`config.mk`:
```
export PLATFORM = sky130hd
export DESIGN_NAME = pioc_top
export DESIGN_NICKNAME = d
export VERILOG_FILES = /design/src/rtl/pioc_pkg.sv /design/src/rtl/pioc_pin_filter.sv /design/src/rtl/pioc_top.sv
export VERILOG_INCLUDE_DIRS = /design/src /design/src/rtl
export SDC_FILE = /design/constraint.sdc
export NUM_CORES = 1
export LEC_CHECK = 0
export BUFFER_PORTS_ARGS = -buffer_cell sky130_fd_sc_hd__buf_2
export CAP_MARGIN = 40
export CORE_UTILIZATION = 25
export CTS_BUF_LIST = sky130_fd_sc_hd__clkbuf_8
export DETAILED_ROUTE_END_ITERATION = 8
export PLACE_DENSITY = 0.42
export SLEW_MARGIN = 5
export SYNTH_ARGS = -nofsm -noshare
export SYNTH_HDL_FRONTEND = slang
export SYNTH_SLANG_ARGS = --single-unit
```
`constraint.sdc`:
```
create_clock -name aclk -period 4.12 [get_ports aclk]
set_clock_uncertainty 0.2 [all_clocks]
set_input_delay 0.824 -clock aclk [delete_from_list [all_inputs] [get_ports aclk]]
set_output_delay 0.824 -clock aclk [all_outputs]
set_load 0.02 [all_outputs]
```
`src/rtl/pioc_consts.svh`:
```
// register offsets, reset values and timing counts of the parallel I/O pin controller
//
// Function
// ownership status bit n shows whether the controller owns pin n; follows take/release.
// ownership status resets to a port-dependent pattern, one for port A, one for B.
// ownership bit one means controller active, zero means peripheral active.
// output-enable write sets the driver enable for each pin written one.
// while a peripheral owns a pin, enable changes are stored but not applied.
// output-disable write clears the driver enable for each pin written one.
// output status resets to zero, reads one per output line.
// filter-enable write selects the glitch filter per pin, regardless of ownership.
// filter-disable write deselects the glitch filter per pin, regardless of ownership.
// filter status resets to zero; filter applies to peripheral and controller input.
// with filter selected and clock stopped, the filtered value holds its state.
// set-output write sets stored output data for each pin written one.
// clear-output write clears stored output data for each pin written one.
// stored data drives a pin only when controller-owned and output-enabled.
// output data status resets to zero and returns the stored output data.
// pin readback returns the actual pin level always, whatever ownership or direction; code returns the synchronised level, filtered where selected.
// owner take gives the controller the pin, holds peripheral input at zero.
// driver active only when owned and output-enabled; level equals stored data.
`ifndef PIOC_CONSTS_SVH
`define PIOC_CONSTS_SVH

// -----------------------------------------------------------------------------
// register byte offsets
// -----------------------------------------------------------------------------
`define PIOC_OFS_OWNER_TAKE 6'h00
`define PIOC_OFS_OWNER_RELEASE 6'h04
`define PIOC_OFS_OWNER_STATUS 6'h08
`define PIOC_OFS_OE_SET 6'h10
`define PIOC_OFS_OE_CLEAR 6'h14
`define PIOC_OFS_OE_STATUS 6'h18
`define PIOC_OFS_GF_SET 6'h20
`define PIOC_OFS_GF_CLEAR 6'h24
`define PIOC_OFS_GF_STATUS 6'h28
`define PIOC_OFS_OUT_SET 6'h30
`define PIOC_OFS_OUT_CLEAR 6'h34
`define PIOC_OFS_OUT_STATUS 6'h38
`define PIOC_OFS_PIN_LEVEL 6'h3C

// -----------------------------------------------------------------------------
// reset values and timing
// -----------------------------------------------------------------------------
`define PIOC_OWNER_RST_A 32'h03FFFFFF
`define PIOC_OWNER_RST_B 32'h00FFFFFF
`define PIOC_ZERO_RST 32'h00000000
// glitch filter passes a level once it has stood one clock cycle more than this many
`define PIOC_FILTER_CYCLES 2

`endif

```
`src/rtl/pioc_pkg.sv`:
```
// types shared by the parallel I/O pin controller files
package pioc_pkg;

  // axi response codes for write and read
  typedef logic [1:0] pioc_resp_t;

  // one word of pin-side signals travelling together
  typedef struct packed {
    logic [31:0] level;
    logic [31:0] enable;
  } pioc_drive_s;

  // read channel state
  typedef enum logic [0:0] {
    PIOC_RD_IDLE,
    PIOC_RD_BUSY
  } pioc_rd_e;

  // write channel state
  typedef enum logic [0:0] {
    PIOC_WR_IDLE,
    PIOC_WR_RESP
  } pioc_wr_e;

endpackage : pioc_pkg

```
`src/rtl/pioc_pin_filter.sv`:
```
// per-pin input synchroniser and glitch filter
`timescale 1ns/1ps
`default_nettype none
`include "pioc_consts.svh"

module pioc_pin_filter #(
  parameter int WIDTH = 32
) (
  // clock and reset
  input wire logic aclk,
  input wire logic aresetn,
  // pin side
  input wire logic [WIDTH-1:0] pin_in,
  input wire logic [WIDTH-1:0] filter_on,
  // filtered level
  output logic [WIDTH-1:0] level_out
);

  // elaboration-time guard: the register word has room for 32 pins at most
  if (WIDTH < 1 || WIDTH > 32)
  begin : g_width_check
    $error("pioc_pin_filter: WIDTH must be 1..32");
  end

  genvar g;
  generate
    for (g = 0; g < WIDTH; g++)
    begin : g_pin
      logic s1_q;
      logic s2_q;
      logic s3_q;
      logic [1:0] cnt_q;
      logic lvl_q;

      // three-stage synchroniser; only s2 and s3 are compared
      always_ff @(posedge aclk)
      begin
        if (!aresetn)
        begin
          s1_q <= 1'b0;
          s2_q <= 1'b0;
          s3_q <= 1'b0;
        end
        else
        begin
          s1_q <= pin_in[g];
          s2_q <= s1_q;
          s3_q <= s2_q;
        end
      end

      // filter: a change must stand for a whole run; a stopped clock freezes it
      always_ff @(posedge aclk)
      begin
        if (!aresetn)
        begin
          cnt_q <= 2'h0;
          lvl_q <= 1'b0;
        end
        else if (s2_q != s3_q)
          cnt_q <= 2'h0;
        else if (s3_q == lvl_q)
          cnt_q <= 2'h0;
        else if (!filter_on[g] || cnt_q >= 2'(`PIOC_FILTER_CYCLES - 1)) // see R10
        begin
          lvl_q <= s3_q;
          cnt_q <= 2'h0;
        end
        else
          cnt_q <= cnt_q + 2'h1;
      end

      assign level_out[g] = lvl_q;
    end
  endgenerate

endmodule // pioc_pin_filter
`default_nettype wire

```
`src/rtl/pioc_top.sv`:
```
// parallel I/O pin controller: AXI4-Lite registers, pin drive and readback
//
// Chosen here: register access over AXI4-Lite.
`timescale 1ns/1ps
`default_nettype none
`include "pioc_consts.svh"

module pioc_top
  import pioc_pkg::*;
#(
  parameter int WIDTH = 32,
  parameter bit PORT_B = 1'b0
) (
  // clock and reset
  input wire logic aclk,
  input wire logic aresetn,
  // axi4-lite write address
  input wire logic [5:0] s_axi_awaddr,
  input wire logic s_axi_awvalid,
  output logic s_axi_awready,
  // axi4-lite write data
  input wire logic [31:0] s_axi_wdata,
  input wire logic [3:0] s_axi_wstrb,
  input wire logic s_axi_wvalid,
  output logic s_axi_wready,
  // axi4-lite write response
  output logic [1:0] s_axi_bresp,
  output logic s_axi_bvalid,
  input wire logic s_axi_bready,
  // axi4-lite read address
  input wire logic [5:0] s_axi_araddr,
  input wire logic s_axi_arvalid,
  output logic s_axi_arready,
  // axi4-lite read data
  output logic [31:0] s_axi_rdata,
  output logic [1:0] s_axi_rresp,
  output logic s_axi_rvalid,
  input wire logic s_axi_rready,
  // physical pins
  input wire logic [WIDTH-1:0] pin_i,
  output logic [WIDTH-1:0] pin_o,
  output logic [WIDTH-1:0] pin_oe,
  // multiplexed peripheral
  input wire logic [WIDTH-1:0] periph_out,
  input wire logic [WIDTH-1:0] periph_oe,
  output logic [WIDTH-1:0] periph_in
);

  // response codes shared by the write and read channels
  localparam pioc_resp_t RESP_OKAY = 2'h0;
  localparam pioc_resp_t RESP_SLVERR = 2'h2;

  // elaboration-time guard: the register word has room for 32 pins at most
  if (WIDTH < 1 || WIDTH > 32)
  begin : g_width_check
    $error("pioc_top: WIDTH must be 1..32");
  end

  // ---------------------------------------------------------------------------
  // state
  // ---------------------------------------------------------------------------
  logic [WIDTH-1:0] owner_q;
  logic [WIDTH-1:0] oe_q;
  logic [WIDTH-1:0] gf_q;
  logic [WIDTH-1:0] out_q;
  logic [WIDTH-1:0] level;
  pioc_drive_s drive;

  pioc_wr_e wr_q;
  pioc_rd_e rd_q;
  logic aw_held_q;
  logic w_held_q;
  logic [5:0] awaddr_q;
  logic [31:0] wdata_q;
  logic [3:0] wstrb_q;
  logic wr_fire;
  logic wr_hit;
  logic [31:0] wmask;
  logic [31:0] rd_word;
  logic rd_hit;

  // ---------------------------------------------------------------------------
  // write channel: address and data taken in either order
  // ---------------------------------------------------------------------------
  // both arrive, then one cycle to apply and raise bvalid
  // limitation: one write in flight; a second waits until the response is taken
  assign wr_fire = (wr_q == PIOC_WR_IDLE) && aw_held_q && w_held_q;

  always_ff @(posedge aclk)
  begin
    if (!aresetn)
    begin
      aw_held_q <= 1'b0;
      awaddr_q <= 6'h00;
    end
    else if (s_axi_awvalid && s_axi_awready)
    begin
      aw_held_q <= 1'b1;
      awaddr_q <= s_axi_awaddr;
    end
    else if (wr_fire)
      aw_held_q <= 1'b0;
  end

  always_ff @(posedge aclk)
  begin
    if (!aresetn)
    begin
      w_held_q <= 1'b0;
      wdata_q <= 32'h00000000;
      wstrb_q <= 4'h0;
    end
    else if (s_axi_wvalid && s_axi_wready)
    begin
      w_held_q <= 1'b1;
      wdata_q <= s_axi_wdata;
      wstrb_q <= s_axi_wstrb;
    end
    else if (wr_fire)
      w_held_q <= 1'b0;
  end

  // readies are registers so each is taken once per transfer
  always_ff @(posedge aclk)
  begin
    if (!aresetn)
    begin
      s_axi_awready <= 1'b0;
      s_axi_wready <= 1'b0;
    end
    else
    begin
      s_axi_awready <= !aw_held_q && !(s_axi_awvalid && s_axi_awready)
                       && wr_q == PIOC_WR_IDLE;
      s_axi_wready <= !w_held_q && !(s_axi_wvalid && s_axi_wready)
                      && wr_q == PIOC_WR_IDLE;
    end
  end

  // response: unmapped or read-only offsets answer slverr
  always_ff @(posedge aclk)
  begin
    if (!aresetn)
    begin
      wr_q <= PIOC_WR_IDLE;
      s_axi_bvalid <= 1'b0;
      s_axi_bresp <= RESP_OKAY;
    end
    else
    begin
      unique case (wr_q)
        PIOC_WR_IDLE:
          if (wr_fire)
          begin
            wr_q <= PIOC_WR_RESP;
            s_axi_bvalid <= 1'b1;
            s_axi_bresp <= wr_hit ? RESP_OKAY : RESP_SLVERR;
          end
        PIOC_WR_RESP:
          if (s_axi_bready)
          begin
            wr_q <= PIOC_WR_IDLE;
            s_axi_bvalid <= 1'b0;
          end
      endcase
    end
  end

  // byte strobes gate which pins a set or clear write touches
  always_comb
  begin
    for (int i = 0; i < 4; i++)
      wmask[i*8 +: 8] = wstrb_q[i] ? wdata_q[i*8 +: 8] : 8'h00;
  end

  // only the write-only offsets accept data; status places and holes are refused
  always_comb
  begin
    unique case (awaddr_q)
      `PIOC_OFS_OWNER_TAKE, `PIOC_OFS_OWNER_RELEASE, `PIOC_OFS_OE_SET,
      `PIOC_OFS_OE_CLEAR, `PIOC_OFS_GF_SET, `PIOC_OFS_GF_CLEAR,
      `PIOC_OFS_OUT_SET, `PIOC_OFS_OUT_CLEAR: wr_hit = 1'b1;
      default: wr_hit = 1'b0;
    endcase
  end

  // ---------------------------------------------------------------------------
  // control registers
  // ---------------------------------------------------------------------------
  // ownership; reset pattern depends on port, one means controller owns
  always_ff @(posedge aclk)
  begin
    if (!aresetn)
      owner_q <= WIDTH'(PORT_B ? `PIOC_OWNER_RST_B : `PIOC_OWNER_RST_A);
    else if (wr_fire && awaddr_q == `PIOC_OFS_OWNER_TAKE)
      owner_q <= owner_q | wmask[WIDTH-1:0]; // see R1
    else if (wr_fire && awaddr_q == `PIOC_OFS_OWNER_RELEASE)
      owner_q <= owner_q & ~wmask[WIDTH-1:0]; // see R1
  end

  // output enable is stored even for peripheral-owned pins
  always_ff @(posedge aclk)
  begin
    if (!aresetn)
      oe_q <= WIDTH'(`PIOC_ZERO_RST);
    else if (wr_fire && awaddr_q == `PIOC_OFS_OE_SET)
      oe_q <= oe_q | wmask[WIDTH-1:0]; // see R4
    else if (wr_fire && awaddr_q == `PIOC_OFS_OE_CLEAR)
      oe_q <= oe_q & ~wmask[WIDTH-1:0]; // see R6
  end

  // glitch filter selection ignores ownership
  always_ff @(posedge aclk)
  begin
    if (!aresetn)
      gf_q <= WIDTH'(`PIOC_ZERO_RST);
    else if (wr_fire && awaddr_q == `PIOC_OFS_GF_SET)
      gf_q <= gf_q | wmask[WIDTH-1:0];
    else if (wr_fire && awaddr_q == `PIOC_OFS_GF_CLEAR)
      gf_q <= gf_q & ~wmask[WIDTH-1:0];
  end

  // stored output data
  always_ff @(posedge aclk)
  begin
    if (!aresetn)
      out_q <= WIDTH'(`PIOC_ZERO_RST);
    else if (wr_fire && awaddr_q == `PIOC_OFS_OUT_SET)
      out_q <= out_q | wmask[WIDTH-1:0];
    else if (wr_fire && awaddr_q == `PIOC_OFS_OUT_CLEAR)
      out_q <= out_q & ~wmask[WIDTH-1:0];
  end

  // ---------------------------------------------------------------------------
  // pin input path
  // ---------------------------------------------------------------------------
  pioc_pin_filter #(
    .WIDTH(WIDTH)
  ) u_filter (
    .aclk(aclk),
    .aresetn(aresetn),
    .pin_in(pin_i),
    .filter_on(gf_q),
    .level_out(level)
  );

  // ---------------------------------------------------------------------------
  // pin drive: owner picks controller or peripheral per pin
  // ---------------------------------------------------------------------------
  // per-pin selection between controller settings and the peripheral's own
  always_comb
  begin
    for (int i = 0; i < WIDTH; i++)
    begin
      if (owner_q[i])
      begin
        drive.enable[i] = oe_q[i]; // see R14
        drive.level[i] = out_q[i];
      end
      else
      begin
        drive.enable[i] = periph_oe[i];
        drive.level[i] = periph_out[i];
      end
    end
    for (int i = WIDTH; i < 32; i++)
    begin
      drive.enable[i] = 1'b0;
      drive.level[i] = 1'b0;
    end
  end

  // outputs registered; peripheral input held low while controller owns it
  // a cycle of pad latency is traded for outputs free of decode glitches
  always_ff @(posedge aclk)
  begin
    if (!aresetn)
    begin
      pin_o <= '0;
      pin_oe <= '0;
      periph_in <= '0;
    end
    else
    begin
      pin_o <= drive.level[WIDTH-1:0];
      pin_oe <= drive.enable[WIDTH-1:0];
      periph_in <= level & ~owner_q; // see R17
    end
  end

  // ---------------------------------------------------------------------------
  // read channel
  // ---------------------------------------------------------------------------
  // status decode straight from the registers; write-only places and holes read zero
  always_comb
  begin
    rd_word = 32'h00000000;
    rd_hit = 1'b1;
    unique case (s_axi_araddr)
      `PIOC_OFS_OWNER_STATUS: rd_word[WIDTH-1:0] = owner_q;
      `PIOC_OFS_OE_STATUS: rd_word[WIDTH-1:0] = oe_q;
      `PIOC_OFS_GF_STATUS: rd_word[WIDTH-1:0] = gf_q;
      `PIOC_OFS_OUT_STATUS: rd_word[WIDTH-1:0] = out_q;
      `PIOC_OFS_PIN_LEVEL: rd_word[WIDTH-1:0] = level;
      default: rd_hit = 1'b0;
    endcase
  end

  // one read at a time; answer one cycle after the address is taken
  always_ff @(posedge aclk)
  begin
    if (!aresetn)
    begin
      rd_q <= PIOC_RD_IDLE;
      s_axi_arready <= 1'b0;
      s_axi_rvalid <= 1'b0;
      s_axi_rdata <= 32'h00000000;
      s_axi_rresp <= RESP_OKAY;
    end
    else
    begin
      unique case (rd_q)
        PIOC_RD_IDLE:
          if (s_axi_arvalid && s_axi_arready)
          begin
            rd_q <= PIOC_RD_BUSY;
            s_axi_arready <= 1'b0;
            s_axi_rvalid <= 1'b1;
            s_axi_rdata <= rd_word;
            s_axi_rresp <= rd_hit ? RESP_OKAY : RESP_SLVERR;
          end
          else
            s_axi_arready <= 1'b1;
        PIOC_RD_BUSY:
          if (s_axi_rready)
          begin
            rd_q <= PIOC_RD_IDLE;
            s_axi_rvalid <= 1'b0;
          end
      endcase
    end
  end

endmodule // pioc_top
`default_nettype wire

```
==> metrics.md <==
| Metric | Value |
|---|---|
| Drt pass-1 iters | 5 |
| Sequential share of the synthesized area | 0.5211 |
| Cells after Synth | around 2000 |
| CTS tree | built |
| Warning count from the yosys run | 0 |
| Type of origin of the critical path | input pin |
| Placer Congestion | around 0.76 |
| Internal power | ~0.0077 W |
| Gate power share | 0.042 |
| H-tree Lvls | 3 |
| Rows | 101 |
| Antenna-violating nets left | 0 |
| Synthesized cell area | between 15000 and 20000 sq um |
| Clock network power share | 0.466 |
| Post-synth cell types | 46 |
| Drt via density | around 4.6 |
| Worst Path Max Fanout | 18 |
| Largest cells by area after synthesis | dfxtp_1 (52%), mux2i_1 (6.7%), o21ai_0 (4.1%) |
| Worst Setup EP | s_axi_rdata[17] |
| Largest net degree at the start of global routing | approximately 200 |
| Syn Area/Cell | 9.436 sq um |
| Area of the core | between 70000 and 80000 sq um |
| Crit path time final | roughly 2.4 ns |
| Share of cells above drive strength 1 | 0.1873 |
| Status | finished clean |
| Most numerous cell in the Yosys netlist | dfxtp_1 |
| Synth Flop Type | dfxtp_1 |
| Post-synthesis async set-or-reset flop share | 0 |
| Leak pwr | about 10 nW |
| NumNets Final | approximately 2500 |
| Max-slew violation count | 0 |
| P&R area growth vs syn | 22.64% |
| Worst-Margin Slew | approximately 0.95 ns |
| WP data arrival | 2.84 ns |
| Worst Setup End Kind | register |
| Peak Freq | around 410 MHz |
| Die Y | ~280 um |
| CTS clock-pin slew for the worst setup and hold paths | ~0.060 ns |
| Setup crit start | s_axi_araddr[1] |
| R2R depth | 6 |
| I/O pin cnt | about 290 |
| Sw power | about 0.0024 W |
| Worst R2R Start | rd_q |
| Post CTS Setup Buffer Count | 0 |
| Hold crit path type | in2reg |
| Total of max-cap violations | 0 |
| Hold Vio Cnt, Final | 0 |
| CTS root buf | clkbuf_8 |
| CTS Sinks | ~500 |
| Hold_buf cts | 0 |
| WL final | 61.92 mm |
| R2R Path End | s_axi_rdata[17] |
| Util after Layout | 0.3103 |
| Worst VDD drop | roughly 190 uV |
| Placed Instances | between 3000 and 4000 |
| Slew HR | 0.3668 |
| Finish-stage setup viols | 0 |
| Initial antenna violation count | 3 |
| PwrDens | ~430 nW/um^2 |
| Post-cts repair resize count | 0 |
| Max clock buf depth | 3 |
| Critical path class | in2reg |
| Synth top cells by count | dfxtp_1 (501), nand2_1 (181), o21ai_0 (158) |
| RSZ-0062 raised after global routing | false |
| Die Area | a little under 80000 sq um |
| Synth top area share | 0.5211 |
| Port Buffers | around 290 |
| Vias in the first global route | roughly 16000 |
| GRT Util Overall | 0.1557 |
| TNS Setup | 0 ns |
| FF+latch count, synth | approximately 500 |
| Switching Fraction | 0.2411 |
| CTS Buf Count | 93 |
| Fin crit share | 0.5937 |
| Placed wire-length estimate | ~40 mm |
| Seq pwr share | 0.491 |
| Starting Density | 0.2530 |
| DRC Markers | 0 |
| Vias | about 16000 |
| Drt initial violations | between 800 and 900 |
| Gr ovfl total | 0 |
| Die W | around 280 um |
| Skew-Pair Late Insertion Delay | 0.68 ns |
| R2r setup slk | 1.69 ns |
| Wirelength per Cell | 18.11 um |
| Final std cells w/o fill | 3420 |
| Largest area contributor in the netlist | dfxtp_1 |
| Post-synth EDFFs | 0 |
| First-pass GRT wire length | 93.38 mm |
| WP data required | 4.51 ns |
## kinds of logic (layout without fill, tap and decap cells)
logic type                 after synthesis  count (layout)  synth area share
and+or+nand+nor                        660             660            0.1738
muxes                                  129             129           0.06708
adders and majority gates               32              32           0.02080
buffers and inverters                  192             538           0.03978
DFF                                    501             501            0.5211
AOI/OAI and AO/OA                      525             525            0.1773
other                                    1               5         0.0001948
## layer usage
metal  vias to the layer above  global-route usage  routed length [um]  share of wire
met5                         -                   0                  18        0.00029
met1                      7623              0.1975               28240           0.46
met3                       115             0.03253                3048          0.049
met4                         4             0.06599                1911          0.031
met2                       396              0.2551               28710           0.46
li1                       7730                   -                   -              -
## worst max-delay path, cell delays in order
cell and delay (ns):
buf_2 0.11, nor4b_1 0.40, or4b_2 0.98, buf_16 0.29, nor2_1 0.11, a221o_1 0.10
## metrics by stage
step | hold slack (ns) | total power (W) | area (sq um) | setup WS (ns)
after floorplan | 0.1997 | 0.005292 | 19250 | 1.670
after global placement | 0.2081 | 0.005508 | 21650 | 1.004
after detailed placement | 0.2121 | 0.005523 | 21760 | 0.9858
after CTS | 0.07378 | 0.01034 | 23600 | 1.650
after global routing | 0.09924 | 0.01061 | 23610 | 1.607
final | 0.1492 | 0.01014 | 23610 | 1.674
## worst min path at each step
stage                                startpoint  slack (ns)  depth (start not counted)                          end
finish                                pin_i[29]        0.15                          2      u_filter.g_pin[29].s1_q
global route                          pin_i[26]         0.1                          2      u_filter.g_pin[26].s1_q
CTS                                   pin_i[29]        0.07                          2      u_filter.g_pin[29].s1_q
detailed placement  u_filter.g_pin[30].cnt_q[0]        0.21                          1  u_filter.g_pin[30].cnt_q[0]
global placement     u_filter.g_pin[1].cnt_q[0]        0.21                          1   u_filter.g_pin[1].cnt_q[0]
floorplan            u_filter.g_pin[0].cnt_q[0]        0.20                          1   u_filter.g_pin[0].cnt_q[0]
## placed cells by master (no fill, tap or decap), types with 24 or more instances in the layout
cell type  count
and3_1        69
a221o_1       32
nand2b_1      24
a21o_1        32
ha_1          32
or3_1         39
nor2_1       148
inv_1        103
a21oi_1      122
clkbuf_8     119
o2bb2ai_1     32
and2_1        98
o211ai_1      44
o21ai_0      158
nand3b_1      25
buf_2        282
a21boi_0      33
mux2i_1      129
nand2_1      179
dfxtp_1      500
## layout make-up
| class | count | area [sq um] |
|---|---|---|
| antenna | 3 | 7.507 |
| clock buffer | 118 | 1624 |
| clock inverter | 44 | 212.7 |
| fill | 8072 | 52470 |
| inverter | 70 | 270.3 |
| multi-input combinational | 1348 | 8479 |
| sequential | 501 | 10030 |
| tap | 1030 | 1289 |
| timing repair buffer | 306 | 1690 |
## power groups by stage
stage               Combinational (W)  Clock, W  Sequential, W
floorplan                    0.000220         0        0.00507
global placement             0.000426         0        0.00508
detailed placement           0.000440         0        0.00508
CTS                          0.000443   0.00491        0.00498
global route                 0.000470   0.00515        0.00499
finish                       0.000430   0.00473        0.00498
Note: power is estimated with default switching activity, not from simulation.
